`src/pkg/tcpwm_pkg.sv`:
```
// Shared constants and types of the three-channel 8+4 pulse width modulator.
package tcpwm_pkg;

   localparam int NUM_CH = 3;
   localparam int DUTY_W = 12;
   localparam int COARSE_W = 8;
   localparam int FINE_W = 4;
   localparam int BASE_W = 8;
   localparam int SUB_W = 4;
   localparam int AXI_ADDR_W = 8;
   localparam int AXI_DATA_W = 32;

   // The slow prescale divides the system clock by four.
   localparam logic [1:0] PRESCALE_LAST = 2'h3;
   // One full cycle is 4096 channel clocks: sixteen sub-cycles of 256.
   localparam logic [11:0] CYCLE_LAST = 12'hFFF;

   // Byte addresses of the register map.
   localparam logic [7:0] OFF_DUTY_LOW_CH0 = 8'h00;
   localparam logic [7:0] OFF_DUTY_HIGH_CH0 = 8'h04;
   localparam logic [7:0] OFF_BASE_PERIOD_CH0 = 8'h08;
   localparam logic [7:0] CH_STRIDE = 8'h0C;
   localparam logic [7:0] OFF_CONTROL = 8'h24;
   localparam logic [7:0] OFF_PORT_DIR = 8'h28;
   localparam logic [7:0] OFF_PORT_DATA = 8'h2C;
   localparam logic [7:0] OFF_PULL_HIGH = 8'h30;
   localparam logic [7:0] OFF_STATUS = 8'h34;

   // Field positions.
   localparam int DL_ENABLE_BIT = 0;
   localparam int DL_FINE_LSB = 4;
   localparam int CTRL_PRESCALE_BIT = 0;
   localparam int STATUS_PIN_LSB = 0;
   localparam int STATUS_OUT_LSB = 3;
   localparam int STATUS_SUB_LSB = 8;

   // Values after reset that are not zero: every pin starts as an input.
   localparam logic [2:0] RST_PORT_DIR = 3'h7;

   localparam logic [1:0] RESP_OKAY = 2'h0;
   localparam logic [1:0] RESP_SLVERR = 2'h2;

   typedef enum logic [3:0] {
      REG_DUTY_LOW,
      REG_DUTY_HIGH,
      REG_BASE_PERIOD,
      REG_CONTROL,
      REG_PORT_DIR,
      REG_PORT_DATA,
      REG_PULL_HIGH,
      REG_STATUS,
      REG_NONE
   } tcpwm_reg_kind_t;

   typedef struct packed {
      tcpwm_reg_kind_t kind;
      logic [1:0] chan;
   } tcpwm_reg_sel_t;

endpackage : tcpwm_pkg

```
`src/core/tcpwm_chan.sv`:
```
// One 8+4 modulator channel: base-period divider, 12-bit cycle counter and compare.
module tcpwm_chan (
   input wire logic core_clk_i,
   input wire logic resetn_i,
   input wire logic clk_en_i,
   input wire logic enable_i,
   input wire logic [tcpwm_pkg::DUTY_W-1:0] duty_i,
   input wire logic [tcpwm_pkg::BASE_W-1:0] base_period_i,
   input wire logic pre_tick_i,
   output logic modulator_o,
   output logic [tcpwm_pkg::SUB_W-1:0] sub_cycle_o
);

   typedef struct packed {
      logic [tcpwm_pkg::BASE_W-1:0] base_cnt;
      logic [tcpwm_pkg::DUTY_W-1:0] cyc_cnt;
      logic [tcpwm_pkg::DUTY_W-1:0] shadow;
      logic out;
      logic run;
   } tcpwm_chan_state_t;

   tcpwm_chan_state_t s_r;
   tcpwm_chan_state_t s_nxt;

   // High while the phase is below coarse, plus one clock in the first fine sub-cycles.
   function automatic logic level(input logic [11:0] duty, input logic [11:0] cnt);
      logic [8:0] limit;
      limit = {1'b0, duty[11:4]};
      if (cnt[11:8] < duty[3:0]) begin
         limit = limit + 9'h001;
      end
      level = {1'b0, cnt[7:0]} < limit;
   endfunction : level

   always_comb begin
      s_nxt = s_r;
      if (!enable_i) begin
         // Idle channel tracks the duty value so the first cycle uses the latest write.
         s_nxt.base_cnt = '0;
         s_nxt.cyc_cnt = '0;
         s_nxt.shadow = duty_i;
         s_nxt.out = 1'b0;
         s_nxt.run = 1'b0;
      end else if (!s_r.run) begin
         // Enable and fine part share one register, so the first enabled clock loads the shadow afresh.
         // The counters hold at phase 0 here so that sub-cycle 0 gets its full 256 channel clocks.
         s_nxt.shadow = duty_i;
         s_nxt.run = 1'b1;
         s_nxt.out = level(duty_i, s_r.cyc_cnt);
      end else begin
         if (pre_tick_i) begin
            // Compare with >= so a smaller base period never strands the divider.
            if (s_r.base_cnt >= base_period_i) begin
               s_nxt.base_cnt = '0;
               s_nxt.cyc_cnt = s_r.cyc_cnt + 12'h001;
               if (s_r.cyc_cnt == tcpwm_pkg::CYCLE_LAST) begin
                  s_nxt.shadow = duty_i;
               end
            end else begin
               s_nxt.base_cnt = s_r.base_cnt + 8'h01;
            end
         end
         s_nxt.out = level(s_nxt.shadow, s_nxt.cyc_cnt);
      end
   end

   always_ff @(posedge core_clk_i or negedge resetn_i) begin
      if (!resetn_i) begin
         s_r <= '0;
      end else if (clk_en_i) begin
         s_r <= s_nxt;
      end
   end

   assign modulator_o = s_r.out;
   assign sub_cycle_o = s_r.cyc_cnt[11:8];

endmodule : tcpwm_chan

```
`src/core/tcpwm_top.sv`:
```
// Top of the three-channel 8+4 modulator: AXI4-Lite registers, prescaler and pin sharing.
//
// The AXI4-Lite slave port and the register offsets were chosen for this implementation.

// Functional notes
// - Three independent modulator channels, each with its own programmable duty.
// - Each channel holds a 12-bit duty value split over a low and high register.
// - Channel clock is system clock or system clock/4, divided by base period plus one.
// - One full output cycle spans 4096 channel clocks; duty is value/4096.
// - The full cycle holds sixteen sub-cycles of 256 channel clocks each.
// - Duty bits 11..4 are the coarse part, bits 3..0 the fine part.
// - Sub-cycle i is high coarse+1 clocks when i is below fine, else coarse.
// - Hardware splits the cycle; software writes only the 12-bit duty value.
// - Channel 0 drives pin A4, channel 1 pin A5, channel 2 pin B0.
// - Bit 0 of the low duty register enables the channel onto its pin.
// - Enabled output pin: data bit 1 passes the waveform, data bit 0 forces low.
// - Enabled channel with pin set as input behaves as input; pull-high only when its pull-high bit is set.
// - Each channel has an 8-bit read/write base-period register.
module tcpwm_top (
   input wire logic core_clk_i,
   input wire logic resetn_i,
   input wire logic clk_en_i,
   input wire logic [tcpwm_pkg::AXI_ADDR_W-1:0] s_axi_awaddr_i,
   input wire logic s_axi_awvalid_i,
   output logic s_axi_awready_o,
   input wire logic [tcpwm_pkg::AXI_DATA_W-1:0] s_axi_wdata_i,
   input wire logic [3:0] s_axi_wstrb_i,
   input wire logic s_axi_wvalid_i,
   output logic s_axi_wready_o,
   output logic [1:0] s_axi_bresp_o,
   output logic s_axi_bvalid_o,
   input wire logic s_axi_bready_i,
   input wire logic [tcpwm_pkg::AXI_ADDR_W-1:0] s_axi_araddr_i,
   input wire logic s_axi_arvalid_i,
   output logic s_axi_arready_o,
   output logic [tcpwm_pkg::AXI_DATA_W-1:0] s_axi_rdata_o,
   output logic [1:0] s_axi_rresp_o,
   output logic s_axi_rvalid_o,
   input wire logic s_axi_rready_i,
   input wire logic [tcpwm_pkg::NUM_CH-1:0] pin_i,
   output logic [tcpwm_pkg::NUM_CH-1:0] pin_o,
   output logic [tcpwm_pkg::NUM_CH-1:0] pin_oe_n_o,
   output logic [tcpwm_pkg::NUM_CH-1:0] pin_pull_high_o
);

   typedef struct packed {
      // Write channel holding registers.
      logic aw_full;
      logic [tcpwm_pkg::AXI_ADDR_W-1:0] aw_addr;
      logic w_full;
      logic [7:0] w_data;
      logic w_lane0;
      logic awready;
      logic wready;
      logic bvalid;
      logic [1:0] bresp;
      // Read channel.
      logic arready;
      logic rvalid;
      logic [tcpwm_pkg::AXI_DATA_W-1:0] rdata;
      logic [1:0] rresp;
      // Channel registers.
      logic [tcpwm_pkg::NUM_CH-1:0][tcpwm_pkg::FINE_W-1:0] fine;
      logic [tcpwm_pkg::NUM_CH-1:0] enable;
      logic [tcpwm_pkg::NUM_CH-1:0][tcpwm_pkg::COARSE_W-1:0] coarse;
      logic [tcpwm_pkg::NUM_CH-1:0][tcpwm_pkg::BASE_W-1:0] base;
      logic prescale_sel;
      logic [1:0] prescale_cnt;
      // Shared port control, one bit per channel pin.
      logic [tcpwm_pkg::NUM_CH-1:0] port_dir;
      logic [tcpwm_pkg::NUM_CH-1:0] port_data;
      logic [tcpwm_pkg::NUM_CH-1:0] pull_high;
      logic [tcpwm_pkg::NUM_CH-1:0] pin_meta;
      logic [tcpwm_pkg::NUM_CH-1:0] pin_sync;
      // Pin drivers.
      logic [tcpwm_pkg::NUM_CH-1:0] pin_out;
      logic [tcpwm_pkg::NUM_CH-1:0] pin_oe_n;
      logic [tcpwm_pkg::NUM_CH-1:0] pin_pull;
   } tcpwm_top_state_t;

   localparam tcpwm_top_state_t ST_RESET = '{
      port_dir: tcpwm_pkg::RST_PORT_DIR,
      pin_oe_n: tcpwm_pkg::RST_PORT_DIR,
      default: '0
   };

   tcpwm_top_state_t s_r;
   tcpwm_top_state_t s_nxt;

   logic pre_tick;
   logic [tcpwm_pkg::NUM_CH-1:0] mod_out;
   logic [tcpwm_pkg::NUM_CH-1:0][tcpwm_pkg::SUB_W-1:0] sub_cycle;

   // Maps a byte address onto a register kind and channel; low address bits are ignored.
   function automatic tcpwm_pkg::tcpwm_reg_sel_t reg_select(input logic [tcpwm_pkg::AXI_ADDR_W-1:0] addr);
      tcpwm_pkg::tcpwm_reg_sel_t sel;
      logic [7:0] word;
      sel.kind = tcpwm_pkg::REG_NONE;
      sel.chan = 2'h0;
      word = {addr[7:2], 2'h0};
      for (int c = 0; c < tcpwm_pkg::NUM_CH; c++) begin
         if (word == 8'(tcpwm_pkg::OFF_DUTY_LOW_CH0 + c * tcpwm_pkg::CH_STRIDE)) begin
            sel.kind = tcpwm_pkg::REG_DUTY_LOW;
            sel.chan = 2'(c);
         end
         if (word == 8'(tcpwm_pkg::OFF_DUTY_HIGH_CH0 + c * tcpwm_pkg::CH_STRIDE)) begin
            sel.kind = tcpwm_pkg::REG_DUTY_HIGH;
            sel.chan = 2'(c);
         end
         if (word == 8'(tcpwm_pkg::OFF_BASE_PERIOD_CH0 + c * tcpwm_pkg::CH_STRIDE)) begin
            sel.kind = tcpwm_pkg::REG_BASE_PERIOD;
            sel.chan = 2'(c);
         end
      end
      case (word)
         tcpwm_pkg::OFF_CONTROL: begin
            sel.kind = tcpwm_pkg::REG_CONTROL;
         end
         tcpwm_pkg::OFF_PORT_DIR: begin
            sel.kind = tcpwm_pkg::REG_PORT_DIR;
         end
         tcpwm_pkg::OFF_PORT_DATA: begin
            sel.kind = tcpwm_pkg::REG_PORT_DATA;
         end
         tcpwm_pkg::OFF_PULL_HIGH: begin
            sel.kind = tcpwm_pkg::REG_PULL_HIGH;
         end
         tcpwm_pkg::OFF_STATUS: begin
            sel.kind = tcpwm_pkg::REG_STATUS;
         end
         default: begin
         end
      endcase
      return sel;
   endfunction : reg_select

   // The prescaler is shared, so all channels with the same setting step in phase.
   assign pre_tick = s_r.prescale_sel ? (s_r.prescale_cnt == tcpwm_pkg::PRESCALE_LAST) : 1'b1;

   for (genvar g = 0; g < tcpwm_pkg::NUM_CH; g++) begin : g_chan
      tcpwm_chan u_chan (
         .core_clk_i(core_clk_i),
         .resetn_i(resetn_i),
         .clk_en_i(clk_en_i),
         .enable_i(s_r.enable[g]),
         .duty_i({s_r.coarse[g], s_r.fine[g]}),
         .base_period_i(s_r.base[g]),
         .pre_tick_i(pre_tick),
         .modulator_o(mod_out[g]),
         .sub_cycle_o(sub_cycle[g])
      );
   end

   always_comb begin
      tcpwm_pkg::tcpwm_reg_sel_t wsel;
      tcpwm_pkg::tcpwm_reg_sel_t rsel;
      logic [tcpwm_pkg::AXI_DATA_W-1:0] rd;
      wsel = reg_select(s_r.aw_addr);
      rsel = reg_select(s_axi_araddr_i);
      rd = 32'h0000_0000;
      s_nxt = s_r;

      s_nxt.prescale_cnt = s_r.prescale_cnt + 2'h1;

      // Address and data are taken independently, in either order.
      if (s_axi_awvalid_i && s_r.awready) begin
         s_nxt.aw_full = 1'b1;
         s_nxt.aw_addr = s_axi_awaddr_i;
      end
      if (s_axi_wvalid_i && s_r.wready) begin
         s_nxt.w_full = 1'b1;
         s_nxt.w_data = s_axi_wdata_i[7:0];
         s_nxt.w_lane0 = s_axi_wstrb_i[0];
      end
      if (s_r.bvalid && s_axi_bready_i) begin
         s_nxt.bvalid = 1'b0;
      end

      // Every writable register fits in eight bits, so only byte lane 0 carries a write.
      if (s_r.aw_full && s_r.w_full && !s_r.bvalid) begin
         s_nxt.aw_full = 1'b0;
         s_nxt.w_full = 1'b0;
         s_nxt.bvalid = 1'b1;
         s_nxt.bresp = tcpwm_pkg::RESP_OKAY;
         case (wsel.kind)
            tcpwm_pkg::REG_DUTY_LOW: begin
               if (s_r.w_lane0) begin
                  s_nxt.fine[wsel.chan] = s_r.w_data[tcpwm_pkg::DL_FINE_LSB +: tcpwm_pkg::FINE_W];
                  s_nxt.enable[wsel.chan] = s_r.w_data[tcpwm_pkg::DL_ENABLE_BIT];
               end
            end
            tcpwm_pkg::REG_DUTY_HIGH: begin
               if (s_r.w_lane0) begin
                  s_nxt.coarse[wsel.chan] = s_r.w_data;
               end
            end
            tcpwm_pkg::REG_BASE_PERIOD: begin
               if (s_r.w_lane0) begin
                  s_nxt.base[wsel.chan] = s_r.w_data;
               end
            end
            tcpwm_pkg::REG_CONTROL: begin
               if (s_r.w_lane0) begin
                  s_nxt.prescale_sel = s_r.w_data[tcpwm_pkg::CTRL_PRESCALE_BIT];
               end
            end
            tcpwm_pkg::REG_PORT_DIR: begin
               if (s_r.w_lane0) begin
                  s_nxt.port_dir = s_r.w_data[tcpwm_pkg::NUM_CH-1:0];
               end
            end
            tcpwm_pkg::REG_PORT_DATA: begin
               if (s_r.w_lane0) begin
                  s_nxt.port_data = s_r.w_data[tcpwm_pkg::NUM_CH-1:0];
               end
            end
            tcpwm_pkg::REG_PULL_HIGH: begin
               if (s_r.w_lane0) begin
                  s_nxt.pull_high = s_r.w_data[tcpwm_pkg::NUM_CH-1:0];
               end
            end
            tcpwm_pkg::REG_STATUS: begin
               // Read-only; the write is accepted and dropped.
            end
            default: begin
               s_nxt.bresp = tcpwm_pkg::RESP_SLVERR;
            end
         endcase
      end

      // A response outstanding blocks further requests until it is taken.
      s_nxt.awready = !s_nxt.aw_full && !s_nxt.bvalid;
      s_nxt.wready = !s_nxt.w_full && !s_nxt.bvalid;

      case (rsel.kind)
         tcpwm_pkg::REG_DUTY_LOW: begin
            rd[tcpwm_pkg::DL_FINE_LSB +: tcpwm_pkg::FINE_W] = s_r.fine[rsel.chan];
            rd[tcpwm_pkg::DL_ENABLE_BIT] = s_r.enable[rsel.chan];
         end
         tcpwm_pkg::REG_DUTY_HIGH: begin
            rd[7:0] = s_r.coarse[rsel.chan];
         end
         tcpwm_pkg::REG_BASE_PERIOD: begin
            rd[7:0] = s_r.base[rsel.chan];
         end
         tcpwm_pkg::REG_CONTROL: begin
            rd[tcpwm_pkg::CTRL_PRESCALE_BIT] = s_r.prescale_sel;
         end
         tcpwm_pkg::REG_PORT_DIR: begin
            rd[tcpwm_pkg::NUM_CH-1:0] = s_r.port_dir;
         end
         tcpwm_pkg::REG_PORT_DATA: begin
            rd[tcpwm_pkg::NUM_CH-1:0] = s_r.port_data;
         end
         tcpwm_pkg::REG_PULL_HIGH: begin
            rd[tcpwm_pkg::NUM_CH-1:0] = s_r.pull_high;
         end
         tcpwm_pkg::REG_STATUS: begin
            rd[tcpwm_pkg::STATUS_PIN_LSB +: tcpwm_pkg::NUM_CH] = s_r.pin_sync;
            rd[tcpwm_pkg::STATUS_OUT_LSB +: tcpwm_pkg::NUM_CH] = mod_out;
            rd[tcpwm_pkg::STATUS_SUB_LSB +: tcpwm_pkg::NUM_CH * tcpwm_pkg::SUB_W] = sub_cycle;
         end
         default: begin
         end
      endcase

      if (s_r.rvalid && s_axi_rready_i) begin
         s_nxt.rvalid = 1'b0;
      end
      if (s_axi_arvalid_i && s_r.arready) begin
         s_nxt.rvalid = 1'b1;
         s_nxt.rdata = rd;
         s_nxt.rresp = (rsel.kind == tcpwm_pkg::REG_NONE) ? tcpwm_pkg::RESP_SLVERR : tcpwm_pkg::RESP_OKAY;
      end
      s_nxt.arready = !s_nxt.rvalid;

      // Pins come from another domain, so two flops sit before the status read.
      s_nxt.pin_meta = pin_i;
      s_nxt.pin_sync = s_r.pin_meta;

      // Pin sharing: a disabled channel leaves the pin as a plain port bit.
      for (int c = 0; c < tcpwm_pkg::NUM_CH; c++) begin
         s_nxt.pin_oe_n[c] = s_r.port_dir[c];
         s_nxt.pin_pull[c] = s_r.pull_high[c] && s_r.port_dir[c];
         if (s_r.enable[c]) begin
            s_nxt.pin_out[c] = s_r.port_data[c] && mod_out[c];
         end else begin
            s_nxt.pin_out[c] = s_r.port_data[c];
         end
      end
   end

   always_ff @(posedge core_clk_i or negedge resetn_i) begin
      if (!resetn_i) begin
         s_r <= ST_RESET;
      end else if (clk_en_i) begin
         s_r <= s_nxt;
      end
   end

   assign s_axi_awready_o = s_r.awready;
   assign s_axi_wready_o = s_r.wready;
   assign s_axi_bresp_o = s_r.bresp;
   assign s_axi_bvalid_o = s_r.bvalid;
   assign s_axi_arready_o = s_r.arready;
   assign s_axi_rdata_o = s_r.rdata;
   assign s_axi_rresp_o = s_r.rresp;
   assign s_axi_rvalid_o = s_r.rvalid;
   assign pin_o = s_r.pin_out;
   assign pin_oe_n_o = s_r.pin_oe_n;
   assign pin_pull_high_o = s_r.pin_pull;

endmodule : tcpwm_top

```
`config.mk`:
```
export PLATFORM = sky130hd
export DESIGN_NAME = tcpwm_top
export DESIGN_NICKNAME = d
export VERILOG_FILES = /design/src/pkg/tcpwm_pkg.sv /design/src/core/tcpwm_chan.sv /design/src/core/tcpwm_top.sv
export SDC_FILE = /design/constraint.sdc
export NUM_CORES = 1
export LEC_CHECK = 0
export BUFFER_PORTS_ARGS = -buffer_cell sky130_fd_sc_hd__buf_2
export CAP_MARGIN = 30
export CORE_UTILIZATION = 40
export DETAILED_ROUTE_END_ITERATION = 8
export HOLD_SLACK_MARGIN = 0.05
export SLEW_MARGIN = 5
export SYNTH_ARGS = -nofsm -noshare
export SYNTH_HDL_FRONTEND = slang
export SYNTH_SLANG_ARGS = --single-unit
```
`constraint.sdc`:
```
create_clock -name core_clk_i -period 6.3 [get_ports core_clk_i]
set_input_delay 1.575 -clock core_clk_i [delete_from_list [all_inputs] [get_ports core_clk_i]]
set_output_delay 1.575 -clock core_clk_i [all_outputs]
set_load 0.05 [all_outputs]
```
**Word-level counts from Yosys, hierarchy flattened**

Index checks and enable logic that the tools add are counted.

- Register bits: 240
- Bits in latches: 0
- Bits in writable memories: 0
- ROM bits: 0
- Input bits: 63
- Word-level logic and storage cells: 276
- Memories: 0

- Add/sub/neg operators: 13
- Multiply operators: 0
- Divide/modulo/power cells: 0
- Magnitude comparators: 18
- Equal/unequal tests: 51
- Shifts and indexed selects: 0
- Multiplexer cells: 103
- Bitwise operators: 0
- Reduce and logical (&&, ||, !) cells: 43

Operators with widths:

| operator | number |
|---|---|
| 32-bit two-way mux | 9 |
| 9-bit two-way mux | 19 |
| 6-bit two-way mux | 18 |
| 34-bit two-way mux | 3 |
| 6-bit by 4-bit == test with 1-bit output, second input constant | 12 |
| 24-bit two-way mux | 3 |
| 20-bit two-way mux | 3 |
| 8-bit by 1-bit adder with 9-bit output, second input constant | 6 |
| 8-bit by 9-bit < comparator with 1-bit output | 6 |
| 24-bit bitwise mux | 2 |
| 6-bit by 3-bit == test with 1-bit output, second input constant | 8 |
| 12-bit two-way mux | 4 |
| 8-bit two-way mux | 6 |
| 4-bit one-hot mux with 5 select lines | 2 |
| 13-bit two-way mux | 3 |
| 12-bit by 1-bit adder with 12-bit output, second input constant | 3 |
| 12-bit == test, second input constant | 3 |
| 35-bit two-way mux | 1 |
| 8-bit binary-select mux with 2-bit select | 2 |
| 4-bit by 3-bit == test with 1-bit output, second input constant | 8 |
| 4-bit AND reduction | 7 |
| 8-bit by 1-bit adder with 8-bit output, second input constant | 3 |
| 6-bit by 2-bit == test with 1-bit output, second input constant | 4 |
| 8-bit greater-or-equal comparator | 3 |
| other kinds (34) | 90 |

**Longest topological paths before layout**

- Depth in word-level cells: 17
- Gate-level depth with buffers: 27
- Depth with buffers taken out: 24

**Cells and area by module**

Synthesis repeated with hierarchy kept, for this count alone.

- Cells, all modules: 1645
- Area, all modules: 15937.8 µm²

By module, submodules not included:

| module | times used | cells an instance | area each (µm²) |
|---|---|---|---|
| tcpwm_top | 1 | 605 | 6796.5 |
| tcpwm_chan (g_chan[2].u_chan) | 1 | 354 | 3103.0 |
| tcpwm_chan (g_chan[0].u_chan) | 1 | 342 | 3052.9 |
| tcpwm_chan (g_chan[1].u_chan) | 1 | 344 | 2985.4 |

**Least setup slack after synthesis**

No wires, ideal clock.

- Kind: register -> register
- Start point: register g_chan[2].u_chan.s_r[26] in the netlist's numbering
- End point: register g_chan[2].u_chan.s_r, in the netlist g_chan[2].u_chan.modulator_o
- Library setup time: 0.087 ns
- Arrival: 5.466 ns
- Slack: 0.747 ns
- Stages on the path, launching flop included: 27
- Buffers on the path: 2
- Clock period less this slack: 5.553 ns
- Path through: dfrtp_1 -> inv_1 -> ha_1 -> nand2b_1 -> a2111oi_1 -> o31a_1 -> nor4_1 -> and3_1 -> clkbuf_1 -> nand3_1 -> xnor2_1 -> ha_1 -> nand3_1 -> or4_1 -> o211a_1 -> and2_0 -> clkbuf_1 -> nand2_1 -> xnor2_1 -> ha_1 -> a21o_1 -> a21o_1 -> a221oi_1 -> nand2_1 -> a211o_1 -> and3_1 -> a22oi_1

- Longest elaborated chain between the ends: 12
- Elaborated cells between the ends (all ways): 13
- Those cells by class: 1 x add/sub; 3 x order compare; 9 x mux

Ends and longest elaborated chain:

| what | RTL line | source |
|---|---|---|
| start: declaration | tcpwm_chan.sv:22 | `tcpwm_chan_state_t s_r;` |
| start signal: assignment | tcpwm_chan.sv:71 | `s_r <= s_nxt;` |
| 8-bit greater-or-equal comparator (*) | tcpwm_chan.sv:53 | `if (s_r.base_cnt >= base_period_i) begin` |
| 24-bit two-way mux (*) | tcpwm_chan.sv:53 |  |
| 32-bit two-way mux (*) | tcpwm_chan.sv:51 | `if (pre_tick_i) begin` |
| 32-bit two-way mux (*) | tcpwm_chan.sv:44 | `end else if (!s_r.run) begin` |
| 32-bit two-way mux (*) | tcpwm_chan.sv:37 | `if (!enable_i) begin` |
| 8-bit by 1-bit adder with 9-bit output or 4-bit < comparator (tied branches) | tcpwm_chan.sv:30, tcpwm_chan.sv:29 |  |
| 9-bit two-way mux | tcpwm_chan.sv:29 | `if (cnt[11:8] < duty[3:0]) begin` |
| 9-bit two-way mux | tcpwm_chan.sv:44 |  |
| 9-bit two-way mux | tcpwm_chan.sv:37 |  |
| 8-bit by 9-bit < comparator with 1-bit output (*) | tcpwm_chan.sv:32 | `level = {1'b0, cnt[7:0]} < limit;` |
| 13-bit two-way mux (*) | tcpwm_chan.sv:44 |  |
| 34-bit two-way mux (*) | tcpwm_chan.sv:37 |  |

Mark *: on every way between the ends. The rest lies on a longest branch, timed or not. The select of a mux whose other input is x is not followed.
A chain may end at the register's enable or synchronous reset.

**Final worst setup path**

- Start point: register s_r[24] in the netlist's numbering
- End point: register g_chan[1].u_chan.s_r, in the netlist g_chan[1].u_chan.modulator_o

- Longest elaborated chain between the ends: 12
- Elaborated cells between the ends (all ways): 13
- Those cells by class: 1 x add/sub; 2 x order compare; 1 x eq/ne; 9 x mux

Ends and longest elaborated chain:

| what | RTL line | source |
|---|---|---|
| start: declaration | tcpwm_top.sv:87 | `tcpwm_top_state_t s_r;` |
| start signal: assignment | tcpwm_top.sv:297 | `s_r <= s_nxt;` |
| 2-bit == test (*) | tcpwm_top.sv:138 | `assign pre_tick = s_r.prescale_sel ? (s_r.prescale_cnt == tcpwm_pkg::PRESCALE_LAST) : 1'b1;` |
| 1-bit two-way mux (*) | tcpwm_top.sv:138 |  |
| 32-bit two-way mux (*) | tcpwm_chan.sv:51 |  |
| 32-bit two-way mux (*) | tcpwm_chan.sv:44 |  |
| 32-bit two-way mux (*) | tcpwm_chan.sv:37 |  |
| 8-bit by 1-bit adder with 9-bit output or 4-bit < comparator (tied branches) | tcpwm_chan.sv:30, tcpwm_chan.sv:29 |  |
| 9-bit two-way mux | tcpwm_chan.sv:29 |  |
| 9-bit two-way mux | tcpwm_chan.sv:44 |  |
| 9-bit two-way mux | tcpwm_chan.sv:37 |  |
| 8-bit by 9-bit < comparator with 1-bit output (*) | tcpwm_chan.sv:32 |  |
| 13-bit two-way mux (*) | tcpwm_chan.sv:44 |  |
| 34-bit two-way mux (*) | tcpwm_chan.sv:37 |  |
| end signal: assignment | tcpwm_chan.sv:71 |  |
| end: declaration | tcpwm_chan.sv:22 |  |

Marks and branches as above.

==> impl_metrics.env <==
export IMPL_unrepaired_setup_endpoints_after_global_routing="false"
export IMPL_area_growth_pct=10.2
export IMPL_vias=11900
export IMPL_hold_path_class="reg2reg"
export IMPL_min_period_ns=5.87
export IMPL_ys_async_sr_fraction_pct=100
export IMPL_floorplan_die_area_um2=38700
export IMPL_dominantRegCellSynth="dfrtp_1"
export IMPL_overflow=0
export IMPL_max_slew_margin_pct=31.2
export IMPL_coreArea_um2=37000
export IMPL_clk_insertion_delay_late_ns=0.56
export IMPL_count_of_buffers_inserted_at_the_top_level_ports=67
export IMPL_yosysUniqueCellTypes=79
export IMPL_peakVddDrop_uv=250
export IMPL_cts_made_buffers=27
export IMPL_sequential_cell_area_in_the_final_layout_um2=5910
export IMPL_tritoncts="built"
export IMPL_fin_worst_skew_ns=0.0231
export IMPL_dp_cells=2059
export IMPL_nNetsFinal=1744
export IMPL_initial_utilization_pct=41.1
export IMPL_drt_wl_total_mm=40.7
export IMPL_clk_root_buffer_cell="clkbuf_16"
export IMPL_gp_routability_congestion=0.906
export IMPL_detail_route_antenna_nets=0
export IMPL_clkSlewWorstSetupHoldPaths_ns=0.06
export IMPL_num_fill_cells=3630
export IMPL_largest_net_degree_at_the_start_of_global_routing=121
export IMPL_number_of_global_route_vias_before_repair=11700
export IMPL_fin_cells=2110
export IMPL_gate_count_of_the_mapped_netlist=1575
export IMPL_worst_endpoint_required_ns=6.80
export IMPL_finalCoreUtilization_pct=45.2
export IMPL_cts_htree_levels=1
export IMPL_syn_avg_cell_area_um2=9.63
export IMPL_final_setup_viol_count=0
export IMPL_critical_path_class="reg2reg"
export IMPL_yosysTopAreaCellShare_pct=37.9
export IMPL_fin_setup_tns_ns=0
export IMPL_io_pins=113
export IMPL_postSynthRegisterBits=236
export IMPL_finalCritPeriodShare_pct=93.2
export IMPL_power_per_cell_area_nw_per_um2=299
export IMPL_grt_antenna_before_repair=0
export IMPL_post_drt_via_cell_ratio=5.64
export IMPL_fp_row_count=70
export IMPL_yosys_warnings=0
export IMPL_hold_viol_final=0
export IMPL_multi_input_area_um2=8480
export IMPL_synth_edff_count=0
export IMPL_max_clock_buf_depth=3
export IMPL_post_cts_setup_buffers=0
export IMPL_detail_route_wl_per_cell_um=19.3
export IMPL_globalRouteTotalUtil_pct=21.2
export IMPL_yosys_cell_count_top_type="dfrtp_1"
export IMPL_end_kind="register"
export IMPL_cp_arrival_ns=6.37
export IMPL_worst_slew_pin_transition_ns=1.03
export IMPL_clkSinkCount=236
export IMPL_critPathMaxFanout=9
export IMPL_drc_errors=0
export IMPL_netlist_top_cells_count="dfrtp_1, mux2_2, nand2_1"
export IMPL_synth_area_leaders="dfrtp_1, mux2_2, ha_1, o21ai_0, nand2_1"
export IMPL_timing_hold_ws_ns=0.458
export IMPL_netlist_top_cell_by_area="dfrtp_1"
export IMPL_p_leak_nw=7.84
export IMPL_drive_above_1_share_pct=18.8
export IMPL_die_width_um=197
export IMPL_first_pass_grt_wire_length_mm=65.0
export IMPL_drt_first_iter_violations=717
export IMPL_yosysSeqAreaShare_pct=39.0
export IMPL_max_clk_rate_ghz=0.170
export IMPL_pins_over_slew_limit=0
export IMPL_status="finished, final reports clean"
export IMPL_crit_path_start_kind="register"
export IMPL_design_power_total_mw=4.99
export IMPL_maxCapViolations=0
export IMPL_chipHeight_um=197
export IMPL_cts_hold_buf=0
export IMPL_dp_hpwl_mm=29.7
export IMPL_synth_cell_area_um2=15200
export IMPL_drtPass1Iterations=5
## cell usage in the layout, fill, tap and decap left out, types with 8 or more instances in the layout
| master | n |
|---|---|
| a211oi_1 | 13 |
| a21o_1 | 17 |
| a21oi_1 | 63 |
| a22o_1 | 18 |
| a22oi_1 | 8 |
| a31oi_1 | 8 |
| and2_1 | 9 |
| and3_1 | 34 |
| buf_2 | 66 |
| buf_4 | 19 |
| clkbuf_16 | 27 |
| conb_1 | 14 |
| dfrtp_1 | 230 |
| ha_1 | 97 |
| inv_1 | 61 |
| mux2_2 | 140 |
| mux2i_1 | 42 |
| nand2_1 | 137 |
| nand2b_1 | 15 |
| nand3_1 | 70 |
| nand4_1 | 31 |
| nor2_1 | 92 |
| nor2b_1 | 14 |
| nor3_1 | 18 |
| o211ai_1 | 8 |
| o21ai_0 | 106 |
| o31ai_1 | 15 |
| xnor2_1 | 50 |
| xor2_1 | 32 |
## per-layer routing
layer | share of wire (%) | global-route usage, % | up-vias
met1 | 48 | 31.1 | 5799
met4 | 2.5 | 5.51 | 0
li1 | - | - | 5702
met2 | 44 | 32.5 | 348
met3 | 6.3 | 3.08 | 61
met5 | 0 | 0 | -
## flip-flops by register name, summed over array words and instances (netlist names)
signal	cells
s_axi_bresp_o	1
s_axi_wready_o	1
s_axi_arready_o	1
s_nxt	6
s_axi_awready_o	1
s_axi_bvalid_o	1
g_chan.u_chan.sub_cycle_o	12
s_axi_rvalid_o	1
s_axi_rdata_o	20
g_chan.u_chan.modulator_o	3
g_chan.u_chan.s_r	87
s_r	92
pin_o	3
pin_oe_n_o	3
pin_pull_high_o	3
s_axi_rresp_o	1
## power by group
part	internal, mW	switching, mW
sequential	1.72	0.359
clock	0.986	0.676
combinational	0.499	0.756
total	3.20	1.79
## path summary, 6_finish.rpt
path                       cells after the start                                  endpoint  slack [ns]                           from
setup reg to reg                              21  g_chan[1].u_chan.modulator_o$_DFFE_PN0P_        0.43            s_r[24]$_DFFE_PN0P_
hold / removal                                 2             s_axi_rdata_o[19]$_DFFE_PN0P_        0.46  s_axi_rdata_o[19]$_DFFE_PN0P_
setup / recovery                              21  g_chan[1].u_chan.modulator_o$_DFFE_PN0P_        0.43            s_r[24]$_DFFE_PN0P_
hold reg to reg                                2             s_axi_rdata_o[19]$_DFFE_PN0P_        0.46  s_axi_rdata_o[19]$_DFFE_PN0P_
max in group asynchronous                      2              s_axi_rdata_o[5]$_DFFE_PN0P_        4.02                       resetn_i
min in group asynchronous                      1               s_axi_awready_o$_DFFE_PN0P_        1.12                       resetn_i
## critical path: stages (launching register included)
cell       delay, ns
dfrtp_1         0.37
ha_1            0.18
nand2b_1        0.51
and2_1          0.22
a32oi_1         0.26
nor4_1          0.73
and3_1          0.36
nand3_1         0.15
xnor2_1         0.17
ha_1            0.31
a21oi_1         0.14
o31a_1          0.28
and2_1          0.35
nand4_1         0.16
xnor2_1         0.22
ha_1            0.27
a2111oi_0       0.40
nand2_1         0.13
nor2_1          0.18
nand2_1         0.07
o211ai_1        0.18
o211a_1         0.17
## cell families (layout without fill, tap and decap cells)
group	after synthesis	after routing	share of synthesized area, %
fa+ha+maj	97	97	8.00
xor+xnor	82	82	4.73
other cells	1	15	0.0247
mux	182	182	13.2
simple gates	465	465	15.3
flops	236	236	39.0
buf+inv	183	200	5.69
compound gates	329	329	14.1
## through the flow
stage	instance area, um^2	setup WS [ns]
6_report	16700	0.431
4_1_cts	16700	0.146
5_1_grt	16700	0.0547
3_3_place_gp	15700	0.253
3_5_place_dp	15800	0.187
2_1_floorplan	15200	0.747
## final cells by class
class	instances	area share (%)
tap	504	3.77
multi-input combinational	1169	50.7
clock inverter	16	1.29
antenna	1	0.0150
sequential	236	35.4
inverter	62	1.39
timing repair buffer	88	3.13
clock buffer	34	4.32
## what timing repair did
action	4_1_cts	5_1_grt
hold endpoints to repair	0	0
endpoints found under the setup margin	0	1
gates resized for setup	0	3
Power figures use the tool's default switching activity.
